## src/core/cupwm_pkg.sv

```systemverilog
/*
  Package for the pulse-width unit: register offsets, field positions,
  reset values and the APB register carrier.
  Assumes a 32-bit APB with word-aligned registers.
*/
package cupwm_pkg;

  localparam logic [7:0] OFF_CONTROL = 8'h00;
  localparam logic [7:0] OFF_DUTY_BYTE = 8'h04;
  localparam logic [7:0] OFF_ACTIVE_DUTY = 8'h08;
  localparam logic [7:0] OFF_PERIOD = 8'h0C;
  localparam logic [7:0] OFF_TIMER_CTRL = 8'h10;
  localparam logic [7:0] OFF_TIMER = 8'h14;
  localparam logic [7:0] OFF_STATUS = 8'h18;

  // Unit control field positions
  localparam int CTL_DLOW_HI = 5;
  localparam int CTL_DLOW_LO = 4;
  localparam int CTL_MODE_HI = 3;
  localparam int CTL_MODE_LO = 0;
  localparam logic [7:0] CTL_IMPL_MASK = 8'h3F;
  localparam logic [3:0] MODE_PWM_MASK = 4'hC;

  // Timer control field positions
  localparam int TC_OUTPS_HI = 6;
  localparam int TC_OUTPS_LO = 3;
  localparam int TC_ON = 2;
  localparam int TC_CKPS_HI = 1;
  localparam int TC_CKPS_LO = 0;
  localparam logic [7:0] TC_IMPL_MASK = 8'h7F;

  localparam logic [7:0] CONTROL_RST = 8'h00;
  localparam logic [7:0] DUTY_RST = 8'h00;
  localparam logic [7:0] PERIOD_RST = 8'hFF;
  localparam logic [7:0] TIMER_CTRL_RST = 8'h00;

  // Four oscillator phases per timer count
  localparam int PHASES_PER_COUNT = 4;

  typedef struct packed {
    logic [7:0] control;
    logic [7:0] duty_byte;
    logic [7:0] period;
    logic [7:0] timer_ctrl;
  } cupwm_regs_s;

endpackage

```

## src/core/cupwm_top.sv

```systemverilog
/*
  Pulse-width modulation unit with APB register access and its own period timer.
  Assumes pclk is the oscillator clock (one phase per pclk) and that a
  port-level direction bit outside gates the pin.
*/
// Design decisions made here: the register offsets and the APB interface to the registers.
`timescale 1ns/1ns
// Notes on behaviour
// - Pin carries pulse-width waveform, 10-bit resolution
// - Zero control write clears unit output latch
// - Period register sets pulse period
// - Timer clears on increment after period match
// - Pin set at period match unless duty zero
// - Duty byte and low bits latched at match
// - Postscaler does not affect pulse period
// - Duty is byte then control bits 5:4
// - Duty writes anytime, effective next period
// - Active duty read-only in pulse mode
// - Active duty plus 2-bit latch double-buffer
// - Pin clears when duty equals extended timer
// - Duty beyond period keeps pin high
// - High time is duty times osc times prescale
// - Prescale factors one, four, sixteen
// - Unimplemented bits read zero
module cupwm_top (
  input wire logic pclk,
  input wire logic presetn,
  input wire logic psel,
  input wire logic penable,
  input wire logic pwrite,
  input wire logic [7:0] paddr,
  input wire logic [31:0] pwdata,
  input wire logic [3:0] pstrb,
  output logic [31:0] prdata,
  output logic pready,
  output logic pslverr,
  output logic pulse_output_pin,
  output logic timer_event
);

  cupwm_pkg::cupwm_regs_s regs_q;
  logic [7:0] active_duty_q;
  logic [1:0] duty_low_latch_q;
  logic [7:0] period_timer_q;
  logic [3:0] prescale_q;
  logic [1:0] phase_q;
  logic [3:0] postscale_q;
  logic out_q;
  logic timer_event_q;
  logic wr_en;
  logic rd_en;
  logic addr_ok;
  logic pwm_mode;
  logic timer_on;
  logic count_tick;
  logic period_match;
  logic incr_match;
  logic [9:0] duty_next;
  logic [9:0] time_base;
  logic [3:0] prescale_max;
  logic [1:0] sub_bits;
  logic base_step;
  logic [9:0] duty_active;
  logic [9:0] duty_last_step;
  logic [9:0] hi_steps_q;
  logic steps_clean_q;
  logic [1:0] ckps_q;

  // ==========================================================
  // APB slave
  // ==========================================================
  function automatic logic mapped(input logic [7:0] a);
    mapped = (a == cupwm_pkg::OFF_CONTROL) || (a == cupwm_pkg::OFF_DUTY_BYTE) ||
             (a == cupwm_pkg::OFF_ACTIVE_DUTY) || (a == cupwm_pkg::OFF_PERIOD) ||
             (a == cupwm_pkg::OFF_TIMER_CTRL) || (a == cupwm_pkg::OFF_TIMER) ||
             (a == cupwm_pkg::OFF_STATUS);
  endfunction

  assign addr_ok = mapped(paddr);
  assign pready = 1'b1;
  assign pslverr = psel && penable && !addr_ok;
  assign wr_en = psel && penable && pwrite && addr_ok && pstrb[0];
  assign rd_en = psel && penable && !pwrite;

  assign pwm_mode = (regs_q.control[cupwm_pkg::CTL_MODE_HI:cupwm_pkg::CTL_MODE_LO] &
                     cupwm_pkg::MODE_PWM_MASK) == cupwm_pkg::MODE_PWM_MASK;
  assign timer_on = regs_q.timer_ctrl[cupwm_pkg::TC_ON];

  always_ff @(posedge pclk or negedge presetn) begin
    if (!presetn) begin
      regs_q.control <= cupwm_pkg::CONTROL_RST;
      regs_q.duty_byte <= cupwm_pkg::DUTY_RST;
      regs_q.period <= cupwm_pkg::PERIOD_RST;
      regs_q.timer_ctrl <= cupwm_pkg::TIMER_CTRL_RST;
    end else if (wr_en) begin
      unique case (paddr)
        cupwm_pkg::OFF_CONTROL: regs_q.control <= pwdata[7:0] & cupwm_pkg::CTL_IMPL_MASK;
        cupwm_pkg::OFF_DUTY_BYTE: regs_q.duty_byte <= pwdata[7:0];
        cupwm_pkg::OFF_PERIOD: regs_q.period <= pwdata[7:0];
        cupwm_pkg::OFF_TIMER_CTRL: regs_q.timer_ctrl <= pwdata[7:0] & cupwm_pkg::TC_IMPL_MASK;
        default: begin
        end
      endcase
    end
  end

  always_comb begin
    prdata = 32'h0000_0000;
    if (rd_en) begin
      unique case (paddr)
        cupwm_pkg::OFF_CONTROL: prdata = {24'h00_0000, regs_q.control};
        cupwm_pkg::OFF_DUTY_BYTE: prdata = {24'h00_0000, regs_q.duty_byte};
        cupwm_pkg::OFF_ACTIVE_DUTY: prdata = {24'h00_0000, active_duty_q};
        cupwm_pkg::OFF_PERIOD: prdata = {24'h00_0000, regs_q.period};
        cupwm_pkg::OFF_TIMER_CTRL: prdata = {24'h00_0000, regs_q.timer_ctrl};
        cupwm_pkg::OFF_TIMER: prdata = {24'h00_0000, period_timer_q};
        cupwm_pkg::OFF_STATUS: prdata = {28'h000_0000, duty_low_latch_q, pwm_mode, out_q};
        default: prdata = 32'h0000_0000;
      endcase
    end
  end

  // ==========================================================
  // Prescaler and period timer
  // ==========================================================
  // Count width covers factor 16; factor 1 leaves sub-cycle phase bits.
  always_comb begin
    unique case (regs_q.timer_ctrl[cupwm_pkg::TC_CKPS_HI:cupwm_pkg::TC_CKPS_LO])
      2'b00: prescale_max = 4'h0;
      2'b01: prescale_max = 4'h3;
      default: prescale_max = 4'hF;
    endcase
  end

  // One timer count = 4 phases times prescale factor
  assign count_tick = timer_on && (phase_q == 2'(cupwm_pkg::PHASES_PER_COUNT - 1)) &&
                      (prescale_q == prescale_max);
  assign period_match = period_timer_q == regs_q.period;
  assign incr_match = count_tick && period_match;

  always_ff @(posedge pclk or negedge presetn) begin
    if (!presetn) begin
      phase_q <= 2'h0;
    end else if (timer_on) begin
      phase_q <= phase_q + 2'h1;
    end
  end

  always_ff @(posedge pclk or negedge presetn) begin
    if (!presetn) begin
      prescale_q <= 4'h0;
    end else if (!timer_on) begin
      prescale_q <= 4'h0;
    end else if (phase_q == 2'(cupwm_pkg::PHASES_PER_COUNT - 1)) begin
      prescale_q <= (prescale_q == prescale_max) ? 4'h0 : prescale_q + 4'h1;
    end
  end

  always_ff @(posedge pclk or negedge presetn) begin
    if (!presetn) begin
      period_timer_q <= 8'h00;
    end else if (incr_match) begin
      period_timer_q <= 8'h00;
    end else if (count_tick) begin
      period_timer_q <= period_timer_q + 8'h01;
    end
  end

  // Postscaler only paces the timer event, never the pulse period
  always_ff @(posedge pclk or negedge presetn) begin
    if (!presetn) begin
      postscale_q <= 4'h0;
      timer_event_q <= 1'b0;
    end else begin
      timer_event_q <= 1'b0;
      if (incr_match) begin
        if (postscale_q == regs_q.timer_ctrl[cupwm_pkg::TC_OUTPS_HI:cupwm_pkg::TC_OUTPS_LO]) begin
          postscale_q <= 4'h0;
          timer_event_q <= 1'b1;
        end else begin
          postscale_q <= postscale_q + 4'h1;
        end
      end
    end
  end
  assign timer_event = timer_event_q;

  // ==========================================================
  // Duty buffering and output
  // ==========================================================
  assign duty_next = {regs_q.duty_byte,
                      regs_q.control[cupwm_pkg::CTL_DLOW_HI:cupwm_pkg::CTL_DLOW_LO]};

  // Active duty is written only here, so bus writes cannot reach it
  always_ff @(posedge pclk or negedge presetn) begin
    if (!presetn) begin
      active_duty_q <= cupwm_pkg::DUTY_RST;
      duty_low_latch_q <= 2'h0;
    end else if (incr_match) begin
      active_duty_q <= duty_next[9:2];
      duty_low_latch_q <= duty_next[1:0];
    end
  end

  // Low bits: phase at prescale 1, else two prescaler bits
  assign sub_bits = (prescale_max == 4'h0) ? phase_q :
                    (prescale_max == 4'h3) ? prescale_q[1:0] : prescale_q[3:2];
  assign time_base = {period_timer_q, sub_bits};

  // Time base advances once per prescale unit; dropping on the step into the
  // duty value gives exactly duty units of high time, not one unit more
  assign base_step = timer_on && ((prescale_max == 4'h0) ||
                     ((phase_q == 2'h3) && ((prescale_max == 4'h3) || (prescale_q[1:0] == 2'h3))));
  assign duty_active = {active_duty_q, duty_low_latch_q};
  assign duty_last_step = duty_active - 10'h001;

  // High time = duty phases times prescale; duty past period never matches
  always_ff @(posedge pclk or negedge presetn) begin
    if (!presetn) begin
      out_q <= 1'b0;
    end else if (regs_q.control == cupwm_pkg::CONTROL_RST) begin
      out_q <= 1'b0;
    end else if (!pwm_mode) begin
      out_q <= out_q;
    end else if (incr_match) begin
      out_q <= (duty_next != 10'h000);
    end else if (base_step && time_base == duty_last_step) begin
      out_q <= 1'b0;
    end
  end
  assign pulse_output_pin = out_q;

  // ==========================================================
  // Check helpers
  // ==========================================================
  // Counts time-base steps while high; a prescale change spoils the count
  always_ff @(posedge pclk or negedge presetn) begin
    if (!presetn) begin
      ckps_q <= 2'h0;
      steps_clean_q <= 1'b0;
      hi_steps_q <= 10'h000;
    end else begin
      ckps_q <= regs_q.timer_ctrl[cupwm_pkg::TC_CKPS_HI:cupwm_pkg::TC_CKPS_LO];
      if (ckps_q != regs_q.timer_ctrl[cupwm_pkg::TC_CKPS_HI:cupwm_pkg::TC_CKPS_LO]) begin
        steps_clean_q <= 1'b0;
      end else if (incr_match) begin
        steps_clean_q <= 1'b1;
      end
      if (incr_match) begin
        hi_steps_q <= 10'h000;
      end else if (base_step && out_q) begin
        hi_steps_q <= hi_steps_q + 10'h001;
      end
    end
  end

  // ==========================================================
  // Checks
  // ==========================================================
  timer_clear_a: assert property (@(posedge pclk) disable iff (!presetn)
    incr_match |=> period_timer_q == 8'h00)
    else $error("timer not cleared after period match");

  pin_set_a: assert property (@(posedge pclk) disable iff (!presetn)
    (incr_match && pwm_mode && duty_next != 10'h000) |=> out_q)
    else $error("pin not set at period match");

  pin_zero_duty_a: assert property (@(posedge pclk) disable iff (!presetn)
    (incr_match && pwm_mode && duty_next == 10'h000) |=> !out_q)
    else $error("pin set with zero duty");

  duty_latch_a: assert property (@(posedge pclk) disable iff (!presetn)
    incr_match |=> {active_duty_q, duty_low_latch_q} == $past(duty_next))
    else $error("duty not latched at match");

  duty_hold_a: assert property (@(posedge pclk) disable iff (!presetn)
    !incr_match |=> $stable(active_duty_q) && $stable(duty_low_latch_q))
    else $error("active duty changed mid period");

  control_clear_a: assert property (@(posedge pclk) disable iff (!presetn)
    (regs_q.control == 8'h00) |=> !out_q)
    else $error("output not low after control cleared");

  pin_clear_a: assert property (@(posedge pclk) disable iff (!presetn)
    (pwm_mode && base_step && !incr_match && regs_q.control != 8'h00 &&
     time_base == duty_last_step) |=> !out_q)
    else $error("pin not cleared on duty match");

  high_time_a: assert property (@(posedge pclk) disable iff (!presetn)
    ($fell(out_q) && $past(regs_q.control) != 8'h00 && steps_clean_q) |-> hi_steps_q == duty_active)
    else $error("high time differs from duty");

  stay_high_a: assert property (@(posedge pclk) disable iff (!presetn)
    (pwm_mode && out_q && !incr_match && regs_q.control != 8'h00 &&
     period_timer_q <= regs_q.period && duty_last_step > {regs_q.period, 2'h3}) |=> out_q)
    else $error("pin cleared with duty beyond period");

  zero_duty_low_a: assert property (@(posedge pclk) disable iff (!presetn)
    (pwm_mode && duty_active == 10'h000 && !incr_match && !out_q) |=> !out_q)
    else $error("pin rose with zero duty");

  mode_hold_a: assert property (@(posedge pclk) disable iff (!presetn)
    (!pwm_mode && regs_q.control != 8'h00) |=> out_q == $past(out_q))
    else $error("pin moved outside pulse mode");

  active_ro_a: assert property (@(posedge pclk) disable iff (!presetn)
    (wr_en && paddr == cupwm_pkg::OFF_ACTIVE_DUTY && !incr_match) |=> $stable(active_duty_q))
    else $error("active duty written by bus");

  period_write_a: assert property (@(posedge pclk) disable iff (!presetn)
    (wr_en && paddr == cupwm_pkg::OFF_PERIOD) |=> regs_q.period == $past(pwdata[7:0]))
    else $error("period write lost");

  duty_write_a: assert property (@(posedge pclk) disable iff (!presetn)
    (wr_en && paddr == cupwm_pkg::OFF_DUTY_BYTE) |=> regs_q.duty_byte == $past(pwdata[7:0]))
    else $error("duty byte write lost");

  control_mask_a: assert property (@(posedge pclk) disable iff (!presetn)
    (wr_en && paddr == cupwm_pkg::OFF_CONTROL) |=>
    regs_q.control == ($past(pwdata[7:0]) & cupwm_pkg::CTL_IMPL_MASK))
    else $error("control write not masked");

  status_zero_a: assert property (@(posedge pclk) disable iff (!presetn)
    (rd_en && paddr == cupwm_pkg::OFF_STATUS) |-> prdata[31:4] == 28'h000_0000)
    else $error("status upper bits not zero");

  prdata_idle_a: assert property (@(posedge pclk) disable iff (!presetn)
    !rd_en |-> prdata == 32'h0000_0000)
    else $error("read data not idle");

  slverr_a: assert property (@(posedge pclk) disable iff (!presetn)
    (psel && penable && !addr_ok) |-> pslverr)
    else $error("unmapped access not flagged");

  timer_step_a: assert property (@(posedge pclk) disable iff (!presetn)
    (count_tick && !period_match) |=> period_timer_q == $past(period_timer_q) + 8'h01)
    else $error("timer did not step");

  tick_apart_a: assert property (@(posedge pclk) disable iff (!presetn)
    count_tick |=> !count_tick)
    else $error("timer ticks too close");

  timer_stop_a: assert property (@(posedge pclk) disable iff (!presetn)
    !timer_on |=> $stable(period_timer_q))
    else $error("timer moved while off");

  prescale_stop_a: assert property (@(posedge pclk) disable iff (!presetn)
    !timer_on |=> prescale_q == 4'h0)
    else $error("prescaler not cleared while off");

  event_match_a: assert property (@(posedge pclk) disable iff (!presetn)
    timer_event_q |-> $past(incr_match))
    else $error("timer event without period match");

  event_pulse_a: assert property (@(posedge pclk) disable iff (!presetn)
    timer_event_q |=> !timer_event_q)
    else $error("timer event longer than one cycle");

  reserved_zero_a: assert property (@(posedge pclk) disable iff (!presetn)
    regs_q.control[7:6] == 2'b00 && regs_q.timer_ctrl[7] == 1'b0)
    else $error("unimplemented bits not zero");

  period_cover_c: cover property (@(posedge pclk) disable iff (!presetn) incr_match && pwm_mode);
  fall_cover_c: cover property (@(posedge pclk) disable iff (!presetn) $fell(out_q) && pwm_mode);
  event_cover_c: cover property (@(posedge pclk) disable iff (!presetn) timer_event_q);
  zero_cover_c: cover property (@(posedge pclk) disable iff (!presetn) incr_match && pwm_mode && duty_next == 10'h000);
  high_cover_c: cover property (@(posedge pclk) disable iff (!presetn) incr_match && pwm_mode && out_q);

endmodule // cupwm_top

```

## config.mk

```make
export PLATFORM = sky130hd
export DESIGN_NAME = cupwm_top
export DESIGN_NICKNAME = d
export VERILOG_FILES = /design/src/core/cupwm_pkg.sv /design/src/core/cupwm_top.sv
export SDC_FILE = /design/constraint.sdc
export NUM_CORES = 1
export LEC_CHECK = 0
export BUFFER_PORTS_ARGS = -buffer_cell sky130_fd_sc_hd__buf_2
export CELL_PAD_IN_SITES_DETAIL_PLACEMENT = 1
export CELL_PAD_IN_SITES_GLOBAL_PLACEMENT = 1
export CORE_MARGIN = 2
export CORE_UTILIZATION = 45
export DETAILED_ROUTE_END_ITERATION = 7
export GPL_TIMING_DRIVEN = 0
export PLACE_DENSITY = 0.92
export SLEW_MARGIN = 30
export SYNTH_ARGS = -nofsm -noshare
export SYNTH_HDL_FRONTEND = slang
export SYNTH_SLANG_ARGS = --single-unit
export TNS_END_PERCENT = 1
```

## constraint.sdc

```tcl
create_clock -name pclk -period 5.19 [get_ports pclk]
set_clock_uncertainty 0.15 [all_clocks]
set_input_delay 1.557 -clock pclk [delete_from_list [all_inputs] [get_ports pclk]]
set_output_delay 1.557 -clock pclk [all_outputs]
set_load 0.005 [all_outputs]
```

# [Word level (Yosys, flattened, before mapping)]
# Index checks and enable logic that the tools add are counted.
[totals] ff_bits=59 inputBits=49 output_inout_bits=36 wordCells=85
[classes] n_addsub=5 n_eq_ne=16 muxes=17 n_reduce_logical=35
[ops] operator="$pmux W8 S7" n=1
[ops] operator="$eq A8 B5 Y1 const B" n=3
[ops] operator="$mux W8" n=3
[ops] operator="$eq A8 B4 Y1 const B" n=2
[ops] operator="$logic_not A8 Y1" n=2
[ops] operator="$mux W4" n=4
[ops] operator="$logic_and A1 B1 Y1" n=12
[ops] operator="$eq A10 B10 Y1" n=1
[ops] operator="$reduce_and A2 Y1" n=5
[ops] operator="$reduce_bool A10 Y1" n=1
[ops] operator="$sub A10 B1 Y10 const B" n=1
[ops] operator="$add A4 B1 Y4 const B" n=2
[ops] operator="$add A8 B1 Y8 const B" n=1
[ops] operator="$eq A4 B4 Y1" n=2
[ops] operator="$eq A8 B3 Y1 const B" n=1
[ops] operator="$eq A8 B8 Y1" n=1
[ops] operator="$logic_or A1 B1 Y1" n=8
[ops] operator="$pmux W4 S2" n=1
[ops] operator="$eq A2 B2 Y1 const B" n=3
[ops] operator="$mux W1" n=6
[ops] operator="$eq A4 B2 Y1 const B" n=1
[ops] operator="$logic_not A4 Y1" n=1
[ops] operator="$mux W2" n=2
[ops] operator="$reduce_bool A2 Y1" n=2
[ops] operator="6 further kinds" n=7

# [Longest topological paths before layout]
# Gate-level depths: netlist (run 1).
[logic_depth] ltp_word=12 mapped_depth=8 ltp_nobuf=8

# [Worst setup path before layout (run 1)]
# No wires, ideal clock.
[synth_timing] kind="input -> output" from="in paddr[0]" to="out prdata[4]" t_arrival_ns=2.936 t_required_ns=3.483 path_slack_ns=0.547 stages=5 path_buffers=0 cell_sequence="or4_1 > or3_1 > nor3_1 > a22oi_1 > a21oi_1"
[synth_between] elab_chain_len=3 word_cells_on_any_way=9 cone_classes="6 x eq/ne; 2 x mux; 1 x reduce/logical"
[synth_lines] element="start, declared" line_no="cupwm_top.sv:31" rtl="input wire logic [7:0] paddr,"
[synth_lines] element="$eq A8 B5 Y1, or another cell as far along" line_no="cupwm_top.sv:110" rtl="unique case (paddr)"
[synth_lines] element="$pmux W8 S7 (*)" line_no="cupwm_top.sv:110"
[synth_lines] element="$mux W8 (*)" line_no="cupwm_top.sv:109" rtl="if (rd_en) begin"
[synth_lines] element="end, declared" line_no="cupwm_top.sv:34" rtl="output logic [31:0] prdata,"
# Mark *: on every way between the ends. The rest lies on a longest branch, timed or not.

# [Worst setup path after layout (run 1)]
[layout_timing] from="in paddr[0]" to="out prdata[5]"
# Same word-level chain as after synthesis.

==> results_dict.tcl, run 1 <==
set metrics [dict create \
    total_area_of_multi_input_combinational_cells_um2 2090 \
    most-common-layout-cells "dfrtp_1, mux2_2, buf_2" \
    fin_cells 559 \
    timing.final.ws_setup_ps 73.5 \
    ys_warn_count 0 \
    grt_first_pass_wirelength_um 18200 \
    count_of_vias_placed_by_the_detailed_router 3265 \
    area_delta_synth_final_pct 14.9 \
    synth_xor_area_frac 0.0486 \
    dp_worst_setup_slack_ps -98.0 \
    routedWlPerCell_um 20.4 \
    global_route.usage.met3 0.0634 \
    worst_setup_path_end_kind "output port" \
    place.detailed.hpwl_um 7870 \
    n_fill_cell 955 \
    final_common_cell "dfrtp_1" \
    startpoint "paddr[0]" \
    drt.antenna.violating_nets 0 \
    synth_sequential_area_ratio 0.393 \
    dominantRegCellSynth "dfrtp_1" \
    clock-sinks 59 \
    global_route.usage.met2 0.460 \
    syn_area_um2 3780 \
    r2r_cell_count 6 \
    htree_num_levels 3 \
    finalWeightedCongestion 0.900 \
    worst-endpoint-required_ps 3480 \
    synth_area_per_cell_um2 9.83 \
    area.sequential_um2 1490 \
    post_drt_via_cell_ratio 5.84 \
    crit_end "prdata[5]" \
    share_of_the_synthesized_area_in_compound_gates_ao_oa_aoi_oai 0.118 \
    post_cts_hold_buffer_count 0 \
    regToRegEndpoint "pulse_output_pin" \
    worstSkewPairLatency_ps 360 \
    grt_max_degree 60 \
    synth.lib_cells_used.distinct 54 \
    cts_made_buffers 9 \
    setup_viol 0 \
    power.density_nw_per_um2 214 \
    yosys-mux-area-fraction 0.179 \
    drt_drc_violations_left 0 \
    layout_cells_sized_above_1 0.308 \
    floorplan.die.width_um 95.7 \
    register_bit_count_reported_by_yosys 59 \
    num_io_pins 85 \
    proportion_of_netlist_area_held_by_the_largest_area_contributor 0.337 \
    postCtsSetupBuffers 0 \
    nNetsFinal 503 \
    clk_pin_slew_worst_paths_ps 70 \
    min_path_type "reg2reg" \
    regToRegStartpoint "active_duty_q[1]" \
    maxSlewHeadroom 0.385 \
    worstSetupPathType "in2out" \
    slew_violations 0 \
    yosys.area_share.adder 0.0165 \
    setup.worst_path.start_class "input pin" \
    antenna_cells 0 \
    drtIter0Drc 208 \
    power.static_leakage_nw 2.01 \
    dieArea_um2 9160 \
    post-place-cells 543 \
    post_synth_inst_count 385 \
    io_buffer_count 30 \
    cts-root-to-sink-buffers 2 \
    floorplan.die.height_um 95.7 \
    worst_pin_slew_ps 914 \
    largest_family_of_logic_cells_by_synthesized_area "multiplexers" \
    synth_async_sr_flop_share 1.00 \
    outcome "finished clean" \
    reg_to_reg_slack_setup_ps 2360 \
    grt_antenna_before_repair 0 \
    final.period_utilization 0.986 \
    cp_max_fo 3 \
    track_usage 0.268 \
    synth-simple-area-share 0.160 \
    floorplan.initialDensity 0.463 \
    gr-max-usage-layer "met2" \
    number_of_enable_flip_flop_cells_after_synthesis 0 \
    root_buffer "clkbuf_8" \
    vdd_drop_max_mv 0.171 \
    worstPathArrival_ps 3410 \
    routed_wirelength_um 11400 \
    first_pass_iters 4 \
    number_of_global_route_vias_before_repair 3468 \
    std_cell_rows 33 \
    fmax_mhz 195 \
    final-hold-violation-count 0 \
    synth_top_area_cell "dfrtp_1" \
    max-cap-violations 0 \
    core_area_um2 8180 \
    cts_tree "built" \
    gr-usage-met1 0.304 \
    final_period_minus_worst_setup_slack_ps 5120 \
    ys_top_cells_by_area "dfrtp_1, mux2_2, dfstp_2" \
    grt_overflow 0 \
]
-- Yosys cell counts, drive strengths merged (2+ instances only) --
master   n
dfrtp   51
mux2    44
buf     30
nand2   29
nor2    27
o21ai   24
xnor2   17
clkbuf  15
a21oi   10
inv     10
mux2i    9
nor3     9
dfstp    8
nand3    8
nor2b    7
nor4     7
nand4    6
a21boi   5
ha       5
o211ai   5
or3      5
a22oi    4
a31oi    4
and3     4
mux4     4
nand2b   4
xor2     4
a22o     3
nor3b    3
or4      3
a21o     2
a311oi   2
conb     2
-- per-layer routing --
| metal | up-vias | share of wire |
|---|---|---|
| met2 | 139 | 0.51 |
| met1 | 1608 | 0.38 |
| met3 | 56 | 0.056 |
| met5 | - | 0 |
| li1 | 1462 | - |
| met4 | 0 | 0.051 |
-- layout make-up --
type,instances,share of cell area
Multi-Input combinational cell,294,0.480
Clock inverter,5,0.00691
Inverter,10,0.00863
Tap cell,105,0.0302
Buffer,45,0.0647
Sequential cell,59,0.342
Clock buffer,11,0.0325
Timing Repair Buffer,30,0.0351
-- timing repair --
action / CTS / global route
gates cloned: 0 / 0
resized for setup: 3 / 5
setup endpoints to repair: 8 / 5
-- cell families after synthesis --
group | count (synthesis)
xor gates and xnor gates | 21
and+or+nand+nor | 118
DFF | 59
adders and majority gates | 5
muxes | 57
AOI/OAI and AO/OA | 68
other | 2
buffers and inverters | 55
-- where the power goes --
part,switching [W],internal (W),total [W]
sequential,0.00000423,0.000464,0.000468
clock,0.000204,0.000184,0.000387
combinational,0.0000429,0.0000307,0.0000736
total,0.000251,0.000678,0.000929
-- per-stage QoR --
step	setup TNS (ps)	utilization	area, um^2	power [W]	hold WS, ps
final	0	0.532	4350	0.000929	382
after floorplan	0	-	3870	0.000518	316
after detailed placement	-327	0.508	4150	0.000548	365
after global routing	-1.87	0.532	4350	0.000957	411
after CTS	0	0.530	4340	0.000928	381
after global placement	-6.12	0.508	4150	0.000543	334
-- flip-flops by register name (all words and copies together), names as in the netlist --
name / cells
active_duty_q: 8
prescale_q: 4
duty_low_latch_q: 2
period_timer_q: 8
pulse_output_pin: 1
postscale_q: 4
phase_q: 2
duty_next: 10
regs_q: 19
timer_event: 1
-- how the worst min path moves through the flow --
stage,from,endpoint,slack (ps),cells after the start
2_1_floorplan,phase_q[0],phase_q[0],320,1
3_3_place_gp,phase_q[0],phase_q[0],330,1
3_5_place_dp,phase_q[0],phase_q[0],360,1
4_1_cts,phase_q[0],phase_q[0],380,1
5_1_grt,phase_q[0],phase_q[0],410,1
6_report,phase_q[0],phase_q[0],380,1
-- critical path, cell delays in order --
cell and delay, ps:
buf_2 90, or4_1 590, or3_1 370, nor3_2 300, a22oi_1 130, a21oi_1 220
buf_2 150
(Power assumes the default switching activity.)
==> run 2, diff against run 1 <==
CORE_UTILIZATION = 42   (was 45)
PLACE_DENSITY = 0.87   (was 0.92)
clock period = 5.2 ns   (was 5.19 ns; I/O delays follow)
==> results_dict.tcl, run 2 (synthesis results as in run 1) <==
set metrics [dict create \
    worst_setup_path_end_kind "output port" \
    power.static_leakage_nw 2.03 \
    post-place-cells 546 \
    most-common-layout-cells "dfrtp_1, mux2_2, buf_2" \
    crit_cells 7 \
    floorplan.initialDensity 0.434 \
    routedWlPerCell_um 18.9 \
    cp_max_fo 10 \
    timing.hold.worst_path_depth 1 \
    dieArea_um2 9780 \
    cts_made_buffers 9 \
    outcome "finished clean" \
    slew_violations 0 \
    count_of_vias_placed_by_the_detailed_router 3169 \
    n_fill_cell 1023 \
    worstSetupPathType "in2out" \
    timing.critical_path.slowest_stage_cell "clkbuf_1" \
    final_period_minus_worst_setup_slack_ps 5110 \
    root_buffer "clkbuf_8" \
    final_common_cell "dfrtp_1" \
    drt.antenna.violating_nets 0 \
    post_dp_cell_area_um2 4160 \
    std_cell_rows 34 \
    htree_num_levels 3 \
    longest_individual_stage_delay_on_the_worst_path_ps 480 \
    largest_register_ffs 19 \
    vdd_drop_max_mv 0.183 \
    setup_viol 0 \
    cell_seen_most_often_among_critical_path_stages "buf_2" \
    worst_path_dominant_cell_family "buffers and inverters" \
    maxSlewHeadroom 0.403 \
    post_drt_via_cell_ratio 5.64 \
    clk_pin_slew_worst_paths_ps 80 \
    routed_wirelength_um 10600 \
    final.period_utilization 0.982 \
    grt_first_pass_wirelength_um 17300 \
    finalWeightedCongestion 0.851 \
    cts_tree "built" \
    worst-path-buf-inv 4 \
    regToRegEndpoint "pulse_output_pin" \
    area.sequential_um2 1490 \
    grt_overflow 0 \
    r2r_cell_count 6 \
    post_cts_hold_buffer_count 0 \
    timing.hold.worst.start "phase_q[0]" \
    cts-root-to-sink-buffers 2 \
    reg_to_reg_slack_setup_ps 2540 \
    num_io_pins 85 \
    area_delta_synth_final_pct 15.8 \
    drtIter0Drc 174 \
    worst-endpoint-required_ps 3490 \
    drt_drc_violations_left 0 \
    floorplan.die.width_um 98.9 \
    worstPathArrival_ps 3400 \
    place.detailed.hpwl_um 7790 \
    clock-sinks 59 \
    dp_worst_setup_slack_ps -16.5 \
    layout_cells_sized_above_1 0.304 \
    crit_path_cell_trace "buf_2 -> buf_1 -> clkbuf_1 -> mux4_2 -> o21ai_0 -> nor2_1 -> buf_2" \
    first_pass_iters 4 \
    grt_antenna_before_repair 0 \
    fin_setup_tns_ps 0 \
    fmax_mhz 196 \
    worstSkewPairLatency_ps 340 \
    antenna_cells 0 \
    min_path_type "reg2reg" \
    largest-register "regs_q" \
    layout.cell_area.non_filler_um2 4380 \
    final-hold-violation-count 0 \
    io_buffer_count 30 \
    timing.final.ws_setup_ps 94.6 \
    grt_max_degree 60 \
    core_area_um2 8720 \
    nNetsFinal 503 \
    track_usage 0.224 \
    power.density_nw_per_um2 227 \
    worst_pin_slew_ps 888 \
    total_area_of_multi_input_combinational_cells_um2 2080 \
    floorplan.die.height_um 98.9 \
    fin_cells 562 \
    regToRegStartpoint "active_duty_q[1]" \
    hold_path_end "phase_q[0]" \
    max-cap-violations 0 \
    setup.worst_path.start_class "input pin" \
    grt_setup_unrepaired "false" \
    number_of_global_route_vias_before_repair 3309 \
]
==> run 2: worst max path at each step <==
| stage | from | slack, ps | to |
|---|---|---|---|
| floorplan | paddr[0] | 550 | prdata[4] |
| global placement | paddr[0] | 20 | prdata[6] |
| detailed placement | paddr[0] | -20 | prdata[4] |
| CTS | paddr[0] | 9 | prdata[4] |
| global route | paddr[2] | 1 | prdata[5] |
| finish | paddr[3] | 90 | prdata[3] |
==> run 2: report_power, final <==
group          switching [W]  total [W]  leakage (nW)  internal, W
Clock               0.000194   0.000454         0.102     0.000261
Sequential        0.00000398   0.000467         0.794     0.000463
Combinational      0.0000412  0.0000716          1.13    0.0000304
Total               0.000239   0.000993          2.03     0.000754
==> run 2: final cells by class <==
cell class              count  area share
inverters                  10     0.00856
repair buffers             30      0.0348
clock inverters             3      0.0103
well taps                 108      0.0308
plain buffers              45      0.0639
multi-input cells         294       0.474
clock buffers              13      0.0385
flip-flops and latches     59       0.339
==> run 2: stage by stage <==
| stage | hold WS, ps | total power (W) | util |
|---|---|---|---|
| after detailed placement | 353 | 0.000546 | 0.477 |
| after global placement | 337 | 0.000542 | 0.476 |
| after CTS | 367 | 0.000995 | 0.502 |
| final | 365 | 0.000993 | 0.503 |
| after global routing | 385 | 0.00102 | 0.503 |
| after floorplan | 316 | 0.000517 | - |
==> run 2: per-layer routing <==
metal  part of all wire  vias to the layer above  GRT usage
li1                   -                     1466          -
met1               0.42                     1607      0.277
met2               0.52                       71      0.391
met3              0.034                       25     0.0376
met4              0.026                        0     0.0864
met5                  0                        -          0
==> run 2: repair_timing <==
| action | 4_1_cts | 5_1_grt |
|---|---|---|
| setup endpoints to repair | 1 | 5 |
| gates resized for setup | 1 | 4 |
| buffers inserted | 0 | 0 |
| pin swaps | 0 | 0 |
==> run 3, diff against run 2 <==
PLACE_DENSITY = unset   (was 0.87)
PLACE_DENSITY_LB_ADDON = 0.08   (was unset)
==> results_dict.tcl, run 3 (synthesis results as in run 1) <==
set metrics [dict create \
    final_common_cell "dfrtp_1" \
    worst_path_dominant_cell_family "simple AND/OR/NAND/NOR gates" \
    vdd_drop_max_mv 0.163 \
    track_usage 0.216 \
    number_of_global_route_vias_before_repair 3206 \
    post_dp_cell_area_um2 4160 \
    drt.antenna.violating_nets 0 \
    finalWeightedCongestion 0.850 \
    num_io_pins 85 \
    setup_viol 0 \
    startpoint "paddr[0]" \
    area_delta_synth_final_pct 15.5 \
    slew_violations 0 \
    std_cell_rows 34 \
    worstSetupPathType "in2out" \
    reg_to_reg_slack_setup_ps 2470 \
    drtIter0Drc 103 \
    antenna_cells 0 \
    sw_frac_of_total 0.240 \
    total_power_w 0.000974 \
    cts-root-to-sink-buffers 2 \
    regToRegStartpoint "active_duty_q[3]" \
    first_pass_iters 4 \
    cts_made_buffers 9 \
    worst_setup_path_end_kind "output port" \
    timing.hold.worst_path_depth 1 \
    min_path_type "reg2reg" \
    register_share_of_total_power 0.479 \
    clock-sinks 59 \
    grt_antenna_before_repair 0 \
    routed_wirelength_um 10100 \
    post_drt_via_cell_ratio 5.54 \
    timing.hold.worst.start "phase_q[0]" \
    most-common-layout-cells "dfrtp_1, mux2_2, buf_2" \
    final-hold-violation-count 0 \
    core_area_um2 8720 \
    max-cap-violations 0 \
    place.detailed.hpwl_um 7370 \
    share_clk_of_total_power 0.448 \
    floorplan.die.height_um 98.9 \
    routedWlPerCell_um 17.9 \
    maxSlewHeadroom 0.317 \
    nNetsFinal 503 \
    cts_tree "built" \
    setup.worst_path.start_class "input pin" \
    count_of_vias_placed_by_the_detailed_router 3116 \
    final_period_minus_worst_setup_slack_ps 5090 \
    crit_cells 7 \
    crit_path_cell_trace "buf_2 -> or4_1 -> or3_1 -> nor3_1 -> a22oi_1 -> a21oi_1 -> buf_2" \
    internal_power_w 0.000740 \
    postCtsSetupBuffers 0 \
    post_cts_resized 0 \
    power_switching_w 0.000234 \
    grt_overflow 0 \
    htree_num_levels 3 \
    longest_individual_stage_delay_on_the_worst_path_ps 560 \
    dieArea_um2 9780 \
    n_fill_cell 1038 \
    largest_register_ffs 19 \
    cp_max_fo 3 \
    clk_pin_slew_worst_paths_ps 60 \
    layout.cell_area.non_filler_um2 4370 \
    r2r_cell_count 6 \
    outcome "finished clean" \
    worstPathArrival_ps 3380 \
    io_buffer_count 30 \
    post-route-util 0.501 \
    floorplan.initialDensity 0.434 \
    power.density_nw_per_um2 223 \
    root_buffer "clkbuf_8" \
    hold_path_end "phase_q[0]" \
    cell_seen_most_often_among_critical_path_stages "buf_2" \
    worstSkewPairLatency_ps 350 \
    floorplan.die.width_um 98.9 \
    grt_setup_unrepaired "true" \
    timing.critical_path.slowest_stage_cell "or4_1" \
    grt_max_degree 60 \
    power_frac_comb 0.072 \
    regToRegEndpoint "pulse_output_pin" \
    largest-register "regs_q" \
    post_cts_hold_buffer_count 0 \
    worst_pin_slew_ps 1010 \
    final.period_utilization 0.979 \
    fmax_mhz 196 \
    power.static_leakage_nw 2.02 \
    worst-endpoint-required_ps 3490 \
    drt_drc_violations_left 0 \
    grt_first_pass_wirelength_um 16500 \
    worst-path-buf-inv 2 \
    layout_cells_sized_above_1 0.304 \
]
## run 3: changes by cell type in the layout (fill, tap and decap cells not counted), sizes merged
cell    previous run  this run
buf               60        58
clkinv             0         1
clkbuf            28        29
## run 3: power groups by stage
stage          Sequential (W)  Clock [W]  Combinational, W
2_1_floorplan        0.000474          0         0.0000432
3_3_place_gp         0.000475          0         0.0000683
3_5_place_dp         0.000475          0         0.0000699
4_1_cts              0.000467   0.000449         0.0000705
5_1_grt              0.000467   0.000467         0.0000808
6_report             0.000467   0.000437         0.0000706
## run 3: through the flow
step	instances	hold slack, ps	setup TNS, ps	worst slack [ps]
2_1_floorplan	408	316	0	551
3_3_place_gp	546	340	0	30.9
3_5_place_dp	546	339	0	28.5
4_1_cts	562	350	0	18.4
5_1_grt	562	359	-8.74	-8.74
6_report	562	343	0	108
## run 3: final cells by class
type / instances / area, um^2 / area share
Timing Repair Buffer: 30 / 153 / 0.0349
Buffer: 45 / 282 / 0.0644
Sequential cell: 59 / 1490 / 0.340
Inverter: 10 / 37.5 / 0.00859
Clock buffer: 12 / 155 / 0.0355
Multi-Input combinational cell: 294 / 2070 / 0.474
Clock inverter: 4 / 50.0 / 0.0115
Tap cell: 108 / 135 / 0.0309
## run 3: worst max-delay path by stage
stage | to | slack [ps]
3_5_place_dp | prdata[5] | 30
4_1_cts | prdata[5] | 20
5_1_grt | prdata[5] | -9
3_3_place_gp | prdata[4] | 30
6_report | prdata[4] | 110
2_1_floorplan | prdata[4] | 550
## run 3: layer usage
layer  global-route usage  vias up  wire [um]
li1                     -     1457          -
met1                0.285     1547       4550
met2                0.349       91       4730
met3               0.0454       21        547
met4               0.0854        0        240
met5                    0        -          0
